==> config.mk <==
export PLATFORM = sky130hd
export DESIGN_NAME = dual_channel_dac_control
export DESIGN_NICKNAME = d
export VERILOG_FILES = /design/src/verilog/dac_pkg.sv /design/src/verilog/dac_channel_ctrl.sv /design/src/verilog/dual_channel_dac_control.sv
export SDC_FILE = /design/constraint.sdc
export NUM_CORES = 1
export LEC_CHECK = 0
export BUFFER_PORTS_ARGS = -buffer_cell sky130_fd_sc_hd__buf_2
export CORE_MARGIN = 4
export CORE_UTILIZATION = 44
export CTS_CLUSTER_DIAMETER = 150
export CTS_CLUSTER_SIZE = 12
export DETAILED_ROUTE_END_ITERATION = 6
export GPL_TIMING_DRIVEN = 0
export PLACE_DENSITY_LB_ADDON = 0.1
export SETUP_SLACK_MARGIN = 0.4
export SLEW_MARGIN = 10
export SYNTH_ARGS = -nofsm -noshare
export SYNTH_HDL_FRONTEND = slang
export SYNTH_SLANG_ARGS = --single-unit
==> constraint.sdc <==
create_clock -name clk_i -period 2 [get_ports clk_i]
set_clock_uncertainty 0.1 [all_clocks]
set_input_delay 0.1 -clock clk_i [delete_from_list [all_inputs] [get_ports clk_i]]
set_output_delay 0.1 -clock clk_i [all_outputs]
set_load 0.01 [all_outputs]
==> src/verilog/dac_pkg.sv <==
// How it works
// - Two 8-bit read/write channel data registers
// - Data registers clear on reset and standby
// - Enabled channel data presented continuously
// - Control register loads 0x1f on reset/standby
// - Bit 7 enables channel 1 conversion, drive
// - Bit 6 enables channel 0 conversion, drive
// - Bit 5 joins both channels' conversion
// - Conversion enable truth table per channel
// - Pin drive follows own enable only
// - Control bits 4..0 ignore writes, read ones
// - Three registers decoded from 0xfff8 upward
// - New data converts at once, no trigger
// - Cleared enable releases channel 0 pin
package dac_pkg;
    localparam int addr_width = 16; // Byte address bus width
    localparam int data_width = 8; // Register width
    localparam logic [15:0] addr_data_ch0 = 16'hfff8; // Channel 0 data
    localparam logic [15:0] addr_data_ch1 = 16'hfff9; // Channel 1 data
    localparam logic [15:0] addr_control = 16'hfffa; // Control
    localparam logic [7:0] data_reset = 8'h00; // Data reset value
    localparam logic [7:0] control_reset = 8'h1f; // Control reset value
    localparam logic [7:0] control_reserved = 8'h1f; // Bits that read as one
    localparam int bit_out_enable_ch1 = 7; // Channel 1 output enable
    localparam int bit_out_enable_ch0 = 6; // Channel 0 output enable
    localparam int bit_joint_conv_enable = 5; // Joint enable
    localparam logic [7:0] unmapped_read = 8'h00; // Answer for foreign addresses

    // Per-channel signals towards the analog macro
    typedef struct packed {
        logic conv_enable;
        logic drive_enable;
        logic [7:0] data;
    } dac_channel_type;
endpackage

==> src/verilog/dac_channel_ctrl.sv <==
`timescale 1ns/1ps
`default_nettype none
// One channel's registered outputs to the analog macro
module dac_channel_ctrl
    import dac_pkg::*;
(
    input wire logic clk_i,
    input wire logic rstn_i,
    input wire logic standby_i, // Forces the channel idle
    input wire logic own_enable_i, // This channel's output enable
    input wire logic other_enable_i, // The other channel's output enable
    input wire logic joint_i, // Joint conversion enable
    input wire logic [7:0] data_i, // Data register contents
    output var dac_channel_type chan_o // Registered macro signals
);
    // Conversion: own enable, or other enable with joint set
    wire logic next_conv = own_enable_i | (other_enable_i & joint_i);
    wire dac_channel_type next_chan = '{
        conv_enable: next_conv,
        drive_enable: own_enable_i,
        data: data_i
    };

    // Registered outputs, idle under reset and standby
    always_ff @(posedge clk_i) begin
        if (!rstn_i || standby_i) begin
            chan_o <= '{conv_enable: 1'b0, drive_enable: 1'b0, data: data_reset};
        end else begin
            chan_o <= next_chan;
        end
    end
endmodule
`default_nettype wire

==> src/verilog/dual_channel_dac_control.sv <==
// The implementer's own choice: the strobed register port.
`timescale 1ns/1ps
`default_nettype none
// Register file and enable logic for the two-channel converter
module dual_channel_dac_control
    import dac_pkg::*;
(
    input wire logic clk_i,
    input wire logic rstn_i,
    input wire logic standby_i, // High while the chip sits in standby
    input wire logic [15:0] addr_i, // Register byte address
    input wire logic [7:0] wdata_i, // Write data
    input wire logic wr_i, // Write strobe
    input wire logic rd_i, // Read strobe
    output logic [7:0] rdata_o, // Read data, cycle after strobe
    output var dac_channel_type analog_out_ch0_o, // Channel 0 macro signals
    output var dac_channel_type analog_out_ch1_o // Channel 1 macro signals
);
    logic [7:0] dac_data_ch0; // Channel 0 data
    logic [7:0] dac_data_ch1; // Channel 1 data
    logic [2:0] control_bits; // Writable control bits 7..5

    // Address decode
    wire logic hit_ch0 = (addr_i == addr_data_ch0);
    wire logic hit_ch1 = (addr_i == addr_data_ch1);
    wire logic hit_ctl = (addr_i == addr_control);

    // Assembled control view; reserved bits always one
    wire logic [7:0] dac_control = {control_bits, control_reserved[4:0]};

    wire logic out_enable_ch1 = dac_control[bit_out_enable_ch1];
    wire logic out_enable_ch0 = dac_control[bit_out_enable_ch0];
    wire logic joint_conv_enable = dac_control[bit_joint_conv_enable];

    // Read mux; unmapped addresses read zero
    wire logic [7:0] next_rdata =
        hit_ch0 ? dac_data_ch0 :
        hit_ch1 ? dac_data_ch1 :
        hit_ctl ? dac_control : unmapped_read;

    // Data registers; standby clears like reset
    always_ff @(posedge clk_i) begin
        if (!rstn_i || standby_i) begin
            dac_data_ch0 <= data_reset;
            dac_data_ch1 <= data_reset;
        end else if (wr_i) begin
            if (hit_ch0) begin
                dac_data_ch0 <= wdata_i;
            end
            if (hit_ch1) begin
                dac_data_ch1 <= wdata_i;
            end
        end
    end

    // Control register; only bits 7..5 take writes
    always_ff @(posedge clk_i) begin
        if (!rstn_i || standby_i) begin
            control_bits <= control_reset[7:5];
        end else if (wr_i && hit_ctl) begin
            control_bits <= wdata_i[7:5];
        end
    end

    // Read data stands only in the cycle after the strobe
    always_ff @(posedge clk_i) begin
        if (!rstn_i) begin
            rdata_o <= 8'h00;
        end else if (rd_i) begin
            rdata_o <= next_rdata;
        end else begin
            rdata_o <= 8'h00;
        end
    end

    // Channel 0 macro signals
    dac_channel_ctrl u_ch0 (
        .clk_i(clk_i),
        .rstn_i(rstn_i),
        .standby_i(standby_i),
        .own_enable_i(out_enable_ch0),
        .other_enable_i(out_enable_ch1),
        .joint_i(joint_conv_enable),
        .data_i(dac_data_ch0),
        .chan_o(analog_out_ch0_o)
    );

    // Channel 1 macro signals
    dac_channel_ctrl u_ch1 (
        .clk_i(clk_i),
        .rstn_i(rstn_i),
        .standby_i(standby_i),
        .own_enable_i(out_enable_ch1),
        .other_enable_i(out_enable_ch0),
        .joint_i(joint_conv_enable),
        .data_i(dac_data_ch1),
        .chan_o(analog_out_ch1_o)
    );
endmodule
`default_nettype wire

==> Word-level counts from Yosys, hierarchy flattened <==
Index checks and enable logic that the tools add are counted.
{ "totals": {"regBits": 47, "inputBits": 29, "word_cells": 26} }
{ "op_classes": {"n_eq_ne": 3, "mux": 3, "bitwise": 4, "n_reduce_logical": 6} }
{ "op_table": {"columns": ["cell", "count"], "rows": [
  ["$eq A16 B16 Y1 const B", 3],
  ["$mux W8", 3],
  ["$reduce_and A2 Y1", 3],
  ["$and A1 B1 Y1", 2],
  ["$or A1 B1 Y1", 2],
  ["$logic_and A1 B1 Y1", 1],
  ["$logic_not A1 Y1", 1],
  ["$logic_or A1 B1 Y1", 1]
]} }

==> Depth between registers and ports, before layout <==
Gate-level depths: netlist of the first run.
{ "depth": {"word_depth": 4, "mapped_depth": 5, "mapped_depth_nobuf": 4} }

==> Modules after synthesis <==
A second synthesis of the first run with hierarchy kept.
{ "unflattened": {"cells_unflattened": 169, "hier_area_um2": 1709.1} }
{ "by_module_without_submodules": {"columns": ["module", "instances", "cells_each", "area_per_inst_um2"], "rows": [
  ["dual_channel_dac_control", 1, 125, 1118.6],
  ["dac_channel_ctrl", 2, 22, 295.3]
]} }

==> Worst setup path before layout of the first run <==
OpenSTA, ideal clock, no wires.
{ "synth_timing": {"path_kind": "in2reg", "startpoint": "in addr_i[9]", "endpoint": "reg dac_data_ch0[0]", "arrival_time_ns": 1.118, "slack_ns": 0.711, "path_stages": 5, "path_buffers": 1, "cell_sequence": "nand4_1 -> nor4_2 -> nor3b_2 -> buf_6 -> mux2i_1"} }
{ "synth_between": {"elab_chain_len": 2} }
{ "synth_lines": {"columns": ["item", "line_no", "rtl"], "rows": [
  ["from (decl)", "dual_channel_dac_control.sv:11", "input wire logic [15:0] addr_i,"],
  ["$eq A16 B16 Y1", "dual_channel_dac_control.sv:24", "wire logic hit_ch0 = (addr_i == addr_data_ch0);"],
  ["$reduce_and A2 Y1 (no source line)", null, null],
  ["to (signal assigned)", "dual_channel_dac_control.sv:44", "dac_data_ch0 <= data_reset;"],
  ["to (signal assigned)", "dual_channel_dac_control.sv:48", "dac_data_ch0 <= wdata_i;"],
  ["to (decl)", "dual_channel_dac_control.sv:19", "logic [7:0] dac_data_ch0;"]
]} }
Every way passes these cells.
A chain may end at the register's enable or synchronous reset.

==> Final worst setup path of the first run <==
{ "layout_timing": {"startpoint": "in addr_i[9]", "endpoint": "reg dac_data_ch0[7]"} }
Same word-level chain as after synthesis.

==> results of run 1 <==
-- state kept, by name, summed over array words and instances (netlist names) --
signal        count
u_ch1.chan_o     10
control_bits      3
dac_data_ch1      8
rdata_o           8
u_ch0.chan_o     10
dac_data_ch0      8
-- final timing paths --
path | start | end | slack, ps
max | addr_i[9] | dac_data_ch0[7] | 810
min | wdata_i[7] | dac_data_ch1[7] | 10
max reg2reg | control_bits[2] | rdata_o[7] | 1080
min reg2reg | dac_data_ch1[3] | u_ch1.chan_o[3] | 350
-- kinds of logic after synthesis --
logic type	count (synthesis)	share of synthesized area
and+or+nand+nor	60	0.171
buffers and inverters	26	0.0717
AOI/OAI and AO/OA	10	0.0343
muxes	22	0.137
DFF	47	0.586
-- cells in the mapped netlist --
cell type | n | area share
dfxtp_1 | 47 | 0.59
nand2_1 | 27 | 0.063
mux2i_1 | 22 | 0.14
nor2_1 | 21 | 0.049
inv_1 | 18 | 0.042
a21oi_1 | 8 | 0.025
clkbuf_1 | 3 | 0.0070
nand4_1 | 3 | 0.012
a21o_1 | 2 | 0.0094
buf_2 | 2 | 0.0062
buf_6 | 2 | 0.014
nand3b_1 | 2 | 0.0094
nor2b_1 | 2 | 0.0078
buf_1 | 1 | 0.0023
nand2_2 | 1 | 0.0039
nand4b_1 | 1 | 0.0055
nor3b_2 | 1 | 0.0078
nor4_2 | 1 | 0.0078
or4_1 | 1 | 0.0047
-- metrics by stage --
step | hold WS [ps] | instances | setup slack, ps
final | 12.1 | 280 | 809
after CTS | 5.36 | 280 | 779
after floorplan | 162 | 165 | 711
after detailed placement | 288 | 267 | 459
after global placement | 274 | 267 | 509
after global routing | 20.2 | 280 | 696
-- layout by cell type, fill, tap and decap left out, drive strengths merged, types with 2 or more instances in the layout --
cell type / synthesis / final
buf: 5 / 61
dfxtp: 47 / 47
nand2: 28 / 28
mux2i: 22 / 22
nor2: 21 / 21
inv: 18 / 18
clkbuf: 3 / 9
a21oi: 8 / 8
dlygate4sd3: 0 / 5
nand4: 3 / 3
nor2b: 2 / 2
nand3b: 2 / 2
a21o: 2 / 2
-- power groups by stage --
| stage | combinational (W) | clock (W) | sequential, W |
|---|---|---|---|
| 2_1_floorplan | 0.0000339 | 0 | 0.000957 |
| 3_3_place_gp | 0.0000697 | 0 | 0.000957 |
| 3_5_place_dp | 0.0000718 | 0 | 0.000957 |
| 4_1_cts | 0.0000792 | 0.000714 | 0.000935 |
| 5_1_grt | 0.0000884 | 0.000746 | 0.000935 |
| 6_report | 0.0000782 | 0.000696 | 0.000935 |
-- metal layers --
metal	global-route usage	vias up	wire [um]
met5	0	-	0
met4	0.0223	0	0
met3	0.0460	0	236
met2	0.271	46	1580
met1	0.160	580	1350
li1	-	655	-
-- critical path: cells and delay by family --
kind	cells	cell delay, ps
AND/OR/NAND/NOR	3	770
buffers and inverters	2	250
multiplexers	1	180
-- area by class of cell --
cell class,instances,area (um^2)
Buffer,8,47.5
Clock buffer,6,82.6
Clock inverter,2,35.0
Fill cell,311,1330
Inverter,18,67.6
Multi-Input combinational cell,92,549
Sequential cell,47,941
Tap cell,46,57.6
Timing Repair Buffer,61,330
==> results.toml, run 1 <==
[drt]
drt_pass1_iterations = 4
drc = 0
ant_nets = 0
vias = 1281
routed_wl_mm = 3.17
wl_per_cell_um = 11.3
drt_iter0_markers = 35
drt-vias-per-instance = 4.58

[grt]
grt_overflow = 0
grt.total_usage = 0.144
grt_pass1_vias = 1202
antenna_found_initial = 0
grt_max_degree = 15
grt_pass1_wl_mm = 5.02

[worst_setup_path]
endpoint_kind = "register"
worstPathRequired_ps = 2120
critPathSlowestCell = "nor4_2"
crit_chain = "buf_2 > nand4_1 > nor4_2 > nor3b_2 > buf_6 > mux2i_1"
path_max_fanout = 8
worst_r2r_path_depth = 4
critPathLaunchType = "input pin"
crit_type = "in2reg"
slowest_delay_ps = 400
arrival_ps = 1310

[hold_path]
hp-class = "in2reg"
hold_path_depth = 3

[final_layout]
finalInstanceArea_um2 = 2110
nets = 262
drive_gt1_frac = 0.303
syn2layout_area_growth_pct = 31.5
fin_util = 0.613
antenna_cells = 0

[power]
clkPwrFrac = 0.407
p_per_area_nw_per_um2 = 809
combinationalPowerShare = 0.046
p_sw_w = 0.000331
p_sw_frac = 0.193
p_int_w = 0.00138
vdd_drop_max_mv = 0.526
power.leakage_nw = 1.18
seq_power_share = 0.547
total_power_w = 0.00171

[clock_network]
clkTransAtPathRegs_ps = 80
clockRootBuffer = "clkbuf_8"
clk_latency_ps = 290
cts_resized = 0
cts_made_buffers = 5
clock_sinks = 47
clockBufferDepth = 2
cts_hold_buf = 5
ctsHtreeMaxLevel = 2
cts_setup_buffers = 0
cts_tree = "built"

[timing]
hold_violations = 0
rsz0062_at_grt = "false"
fin_tns_setup_ps = 0
fmax_ghz = 0.840
drv_slew = 0
slew-limit-headroom = 0.669
finalSetupViolCount = 0
fin_crit_sh = 0.595
worst_slew_pin_slew_ps = 497
min_period_ps = 1190

[logic_synthesis]
syn_area_um2 = 1610
ys.warnings.count = 0
synth.distinct_cells = 19
netlist_instances = 165
synth-seq-cells = 47
mappedNetlistNets = 194
syn_area_per_cell_um2 = 9.73
synth-seq-area-share = 0.586

[floorplanning]
start_util = 0.466
core.rowCount = 21
coreArea_um2 = 3440
die_area_um2 = 4680
io_pins = 57
die_w_um = 68.4
die_h_um = 68.4

[job]
cap_violations = 0

[placed_design]
place_area_um2 = 1940
gp_congestion = 0.711
port_buffers = 56
hpwl_mm = 2.40

[outcome]
status = "completed"
Note: power is estimated with default switching activity, not from simulation.
==> run 2: changes to the inputs <==
--- a/config.mk
+++ b/config.mk
@@ -5,6 +5,7 @@
 export SDC_FILE = /design/constraint.sdc
 export NUM_CORES = 1
 export LEC_CHECK = 0
+export ABC_AREA = 1
 export BUFFER_PORTS_ARGS = -buffer_cell sky130_fd_sc_hd__buf_2
 export CORE_MARGIN = 4
 export CORE_UTILIZATION = 44
==> constraint.sdc (replaced) <==
create_clock -name clk_i -period 1.15 [get_ports clk_i]
set_clock_uncertainty 0.1 [all_clocks]
set_input_delay 0.0575 -clock clk_i [delete_from_list [all_inputs] [get_ports clk_i]]
set_output_delay 0.0575 -clock clk_i [all_outputs]
set_load 0.01 [all_outputs]
==> run 2 against run 1 <==
Effect of this change:
- the flow now finishes with violations (hold timing)
- area after synthesis rose by 17%
- synthesized cell count rose by 56%
- core utilization rose by 11 points
- flip-flop and latch count did not move
- critical endpoint is now dac_data_ch1[0]
- largest power group unchanged
- highest routed layer is now met4
==> results.toml, run 2 <==
[clock_network]
clock_sinks = 47
clockRootBuffer = "clkbuf_8"
clkTransAtPathRegs_ps = 80
ctsHtreeMaxLevel = 2
cts_tree = "built"
cts_made_buffers = 5
clk_latency_ps = 290
clockBufferDepth = 2

[power]
vdd_drop_max_mv = 0.850
power.leakage_nw = 1.34
clkPwrFrac = 0.377
seq_power_share = 0.540
p_per_area_nw_per_um2 = 1030
p_sw_w = 0.000627
p_sw_frac = 0.209
combinationalPowerShare = 0.083
total_power_w = 0.00300
p_int_w = 0.00237

[final_layout]
nets = 364
multi_input_area_um2 = 1000
n_fill_cell = 326
drive_gt1_frac = 0.487
seq_area_um2 = 957
final_common_cell = "nor2_1"
final_cell_mix = "nor2_1 (52), dfxtp_1 (38), nand2_1 (37)"
reg.largest.list = "u_ch0.chan_o x10, u_ch1.chan_o x10"
final_cells = 385
syn2layout_area_growth_pct = 55.6
antenna_cells = 0

[outcome]
status = "finished with violations"
violations = "hold timing"

[logic_synthesis]
synth_area_leaders = "dfxtp_1 (50%), nor2_1 (13%), nand2_1 (11%), inv_1 (7.2%), nand3_1 (4.3%)"
netlist_top_cells_count = "nor2_1 (65), nand2_1 (56), dfxtp_1 (47)"
synth_edf_count = 0
async_reset_ff_frac = 0
yosysMostFrequentCell = "nor2_1"
mappedNetlistNets = 286
syn_area_um2 = 1870
synth.distinct_cells = 18
netlist_instances = 257
ys.warnings.count = 0
synthFlopType = "dfxtp_1"
synth-seq-cells = 47
synth_area_leader_cell = "dfxtp_1"
synth-seq-area-share = 0.502
syn_area_per_cell_um2 = 7.29
yosys.area.top_type_share = 0.502

[drt]
drt-vias-per-instance = 4.70
drt_pass1_iterations = 4
ant_nets = 0
drc = 0
vias = 1808
routed_wl_mm = 4.91
drt_iter0_markers = 104
wl_per_cell_um = 12.7

[placed_design]
gp_congestion = 0.815
hpwl_mm = 3.20
port_buffers = 56
dp_cells = 363

[floorplanning]
coreArea_um2 = 4060
io_pins = 57
die_area_um2 = 5370
core.rowCount = 23
start_util = 0.462
die_h_um = 73.3
die_w_um = 73.3

[worst_setup_path]
r2r_setup_slack_ps = 300
crit_type = "in2reg"
worstPathRequired_ps = 1270
arrival_ps = 1030
crit_chain = "buf_8 > nand2_8 > nor2_4 > nand3_4 > buf_4 > nor3_4 > buf_6 > nor2_2 > nor2_1"
critPathLaunchType = "input pin"
path_max_fanout = 5
worst_r2r_path_depth = 4
timing.rr.start = "dac_data_ch0[0]"
r2r_end = "rdata_o[0]"
endpoint_kind = "register"
slowest_delay_ps = 150
critPathSlowestCell = "nor2_4"

[timing]
hold_violations = 8
finalSetupViolCount = 0
fmax_ghz = 1.09
rsz0062_at_grt = "true"
worst_slew_pin_slew_ps = 273
holdWs_ps = -112
min_period_ps = 915
drv_slew = 0
slew-limit-headroom = 0.817
fin_crit_sh = 0.796

[job]
cap_violations = 0

[hold_path]
hp-class = "in2reg"
hold_path_depth = 3
holdPathEnd = "dac_data_ch0[0]"
min_from = "wdata_i[0]"

[grt]
grt.total_usage = 0.188
antenna_found_initial = 0
grt_pass1_wl_mm = 7.71
grt_overflow = 0
grt_max_degree = 14
grt_pass1_vias = 1756
-- run 2: cell count changes after synthesis, sizes merged, moves of 2 or more --
| cell | previous run | this run |
|---|---|---|
| nand4 | 3 | 0 |
| nand3 | 0 | 17 |
| mux2i | 22 | 0 |
| nor2b | 2 | 0 |
| nand2 | 28 | 60 |
| a21o | 2 | 0 |
| nand3b | 2 | 5 |
| inv | 18 | 36 |
| a21oi | 8 | 10 |
| nor3 | 0 | 2 |
| nor2 | 21 | 72 |
-- run 2: repair_timing --
action | in CTS | in global routing
gates cloned | 3 | 0
resized for setup | 85 | 28
endpoints found under the setup margin | 57 | 67
buffers inserted | 9 | 3
endpoints found under the hold margin | 10 | 8
pin swaps | 29 | 15
-- run 2: critical path: cells and delay by family --
| family | cells | cell delay (ps) |
|---|---|---|
| buffers and inverters | 3 | 370 |
| AND/OR/NAND/NOR | 6 | 590 |
-- run 2: power groups by stage --
stage               logic [W]  clock network, W  registers [W]
finish               0.000248           0.00113        0.00162
global route         0.000269           0.00121        0.00162
CTS                  0.000235           0.00116        0.00163
detailed placement   0.000177                 0        0.00166
global placement     0.000175                 0        0.00166
floorplan           0.0000941                 0        0.00166
-- run 2: logic make-up after synthesis --
group / after synthesis / synth area share
simple gates: 156 / 0.372
flops: 47 / 0.502
buf+inv: 44 / 0.0995
compound gates: 10 / 0.0267
-- run 2: metal layers --
metal / GRT usage / part of all wire
met3: 0.0438 / 0.071
met1: 0.231 / 0.43
met5: 0 / 0
met2: 0.322 / 0.48
met4: 0.0594 / 0.019
-- run 2: worst max path at each step --
stage	from	to	cells after the start
global route	addr_i[7]	dac_data_ch1[0]	9
finish	addr_i[7]	dac_data_ch1[0]	9
floorplan	addr_i[7]	dac_data_ch0[0]	8
CTS	rdata_o[1]	rdata_o[1]	1
global placement	addr_i[7]	control_bits[2]	8
detailed placement	addr_i[7]	rdata_o[0]	8
-- run 2: stage by stage --
step / hold WS [ps] / area [um^2] / setup TNS (ps) / setup WS [ps] / util
floorplan: 73.3 / 1950 / 0 / 165 / -
global placement: 179 / 2290 / -1540 / -83.4 / 0.565
detailed placement: 186 / 2290 / -2060 / -131 / 0.565
CTS: -106 / 2810 / 0 / 244 / 0.692
global route: -92.5 / 2920 / 0 / 124 / 0.719
finish: -112 / 2920 / 0 / 235 / 0.719
-- run 2: area by class of cell --
type / instances / area share
Buffer: 8 / 0.0245
Tap cell: 50 / 0.0215
Sequential cell: 47 / 0.328
Clock inverter: 1 / 0.0103
Inverter: 36 / 0.0506
Timing Repair Buffer: 71 / 0.197
Multi-Input combinational cell: 166 / 0.343
Clock buffer: 6 / 0.0249
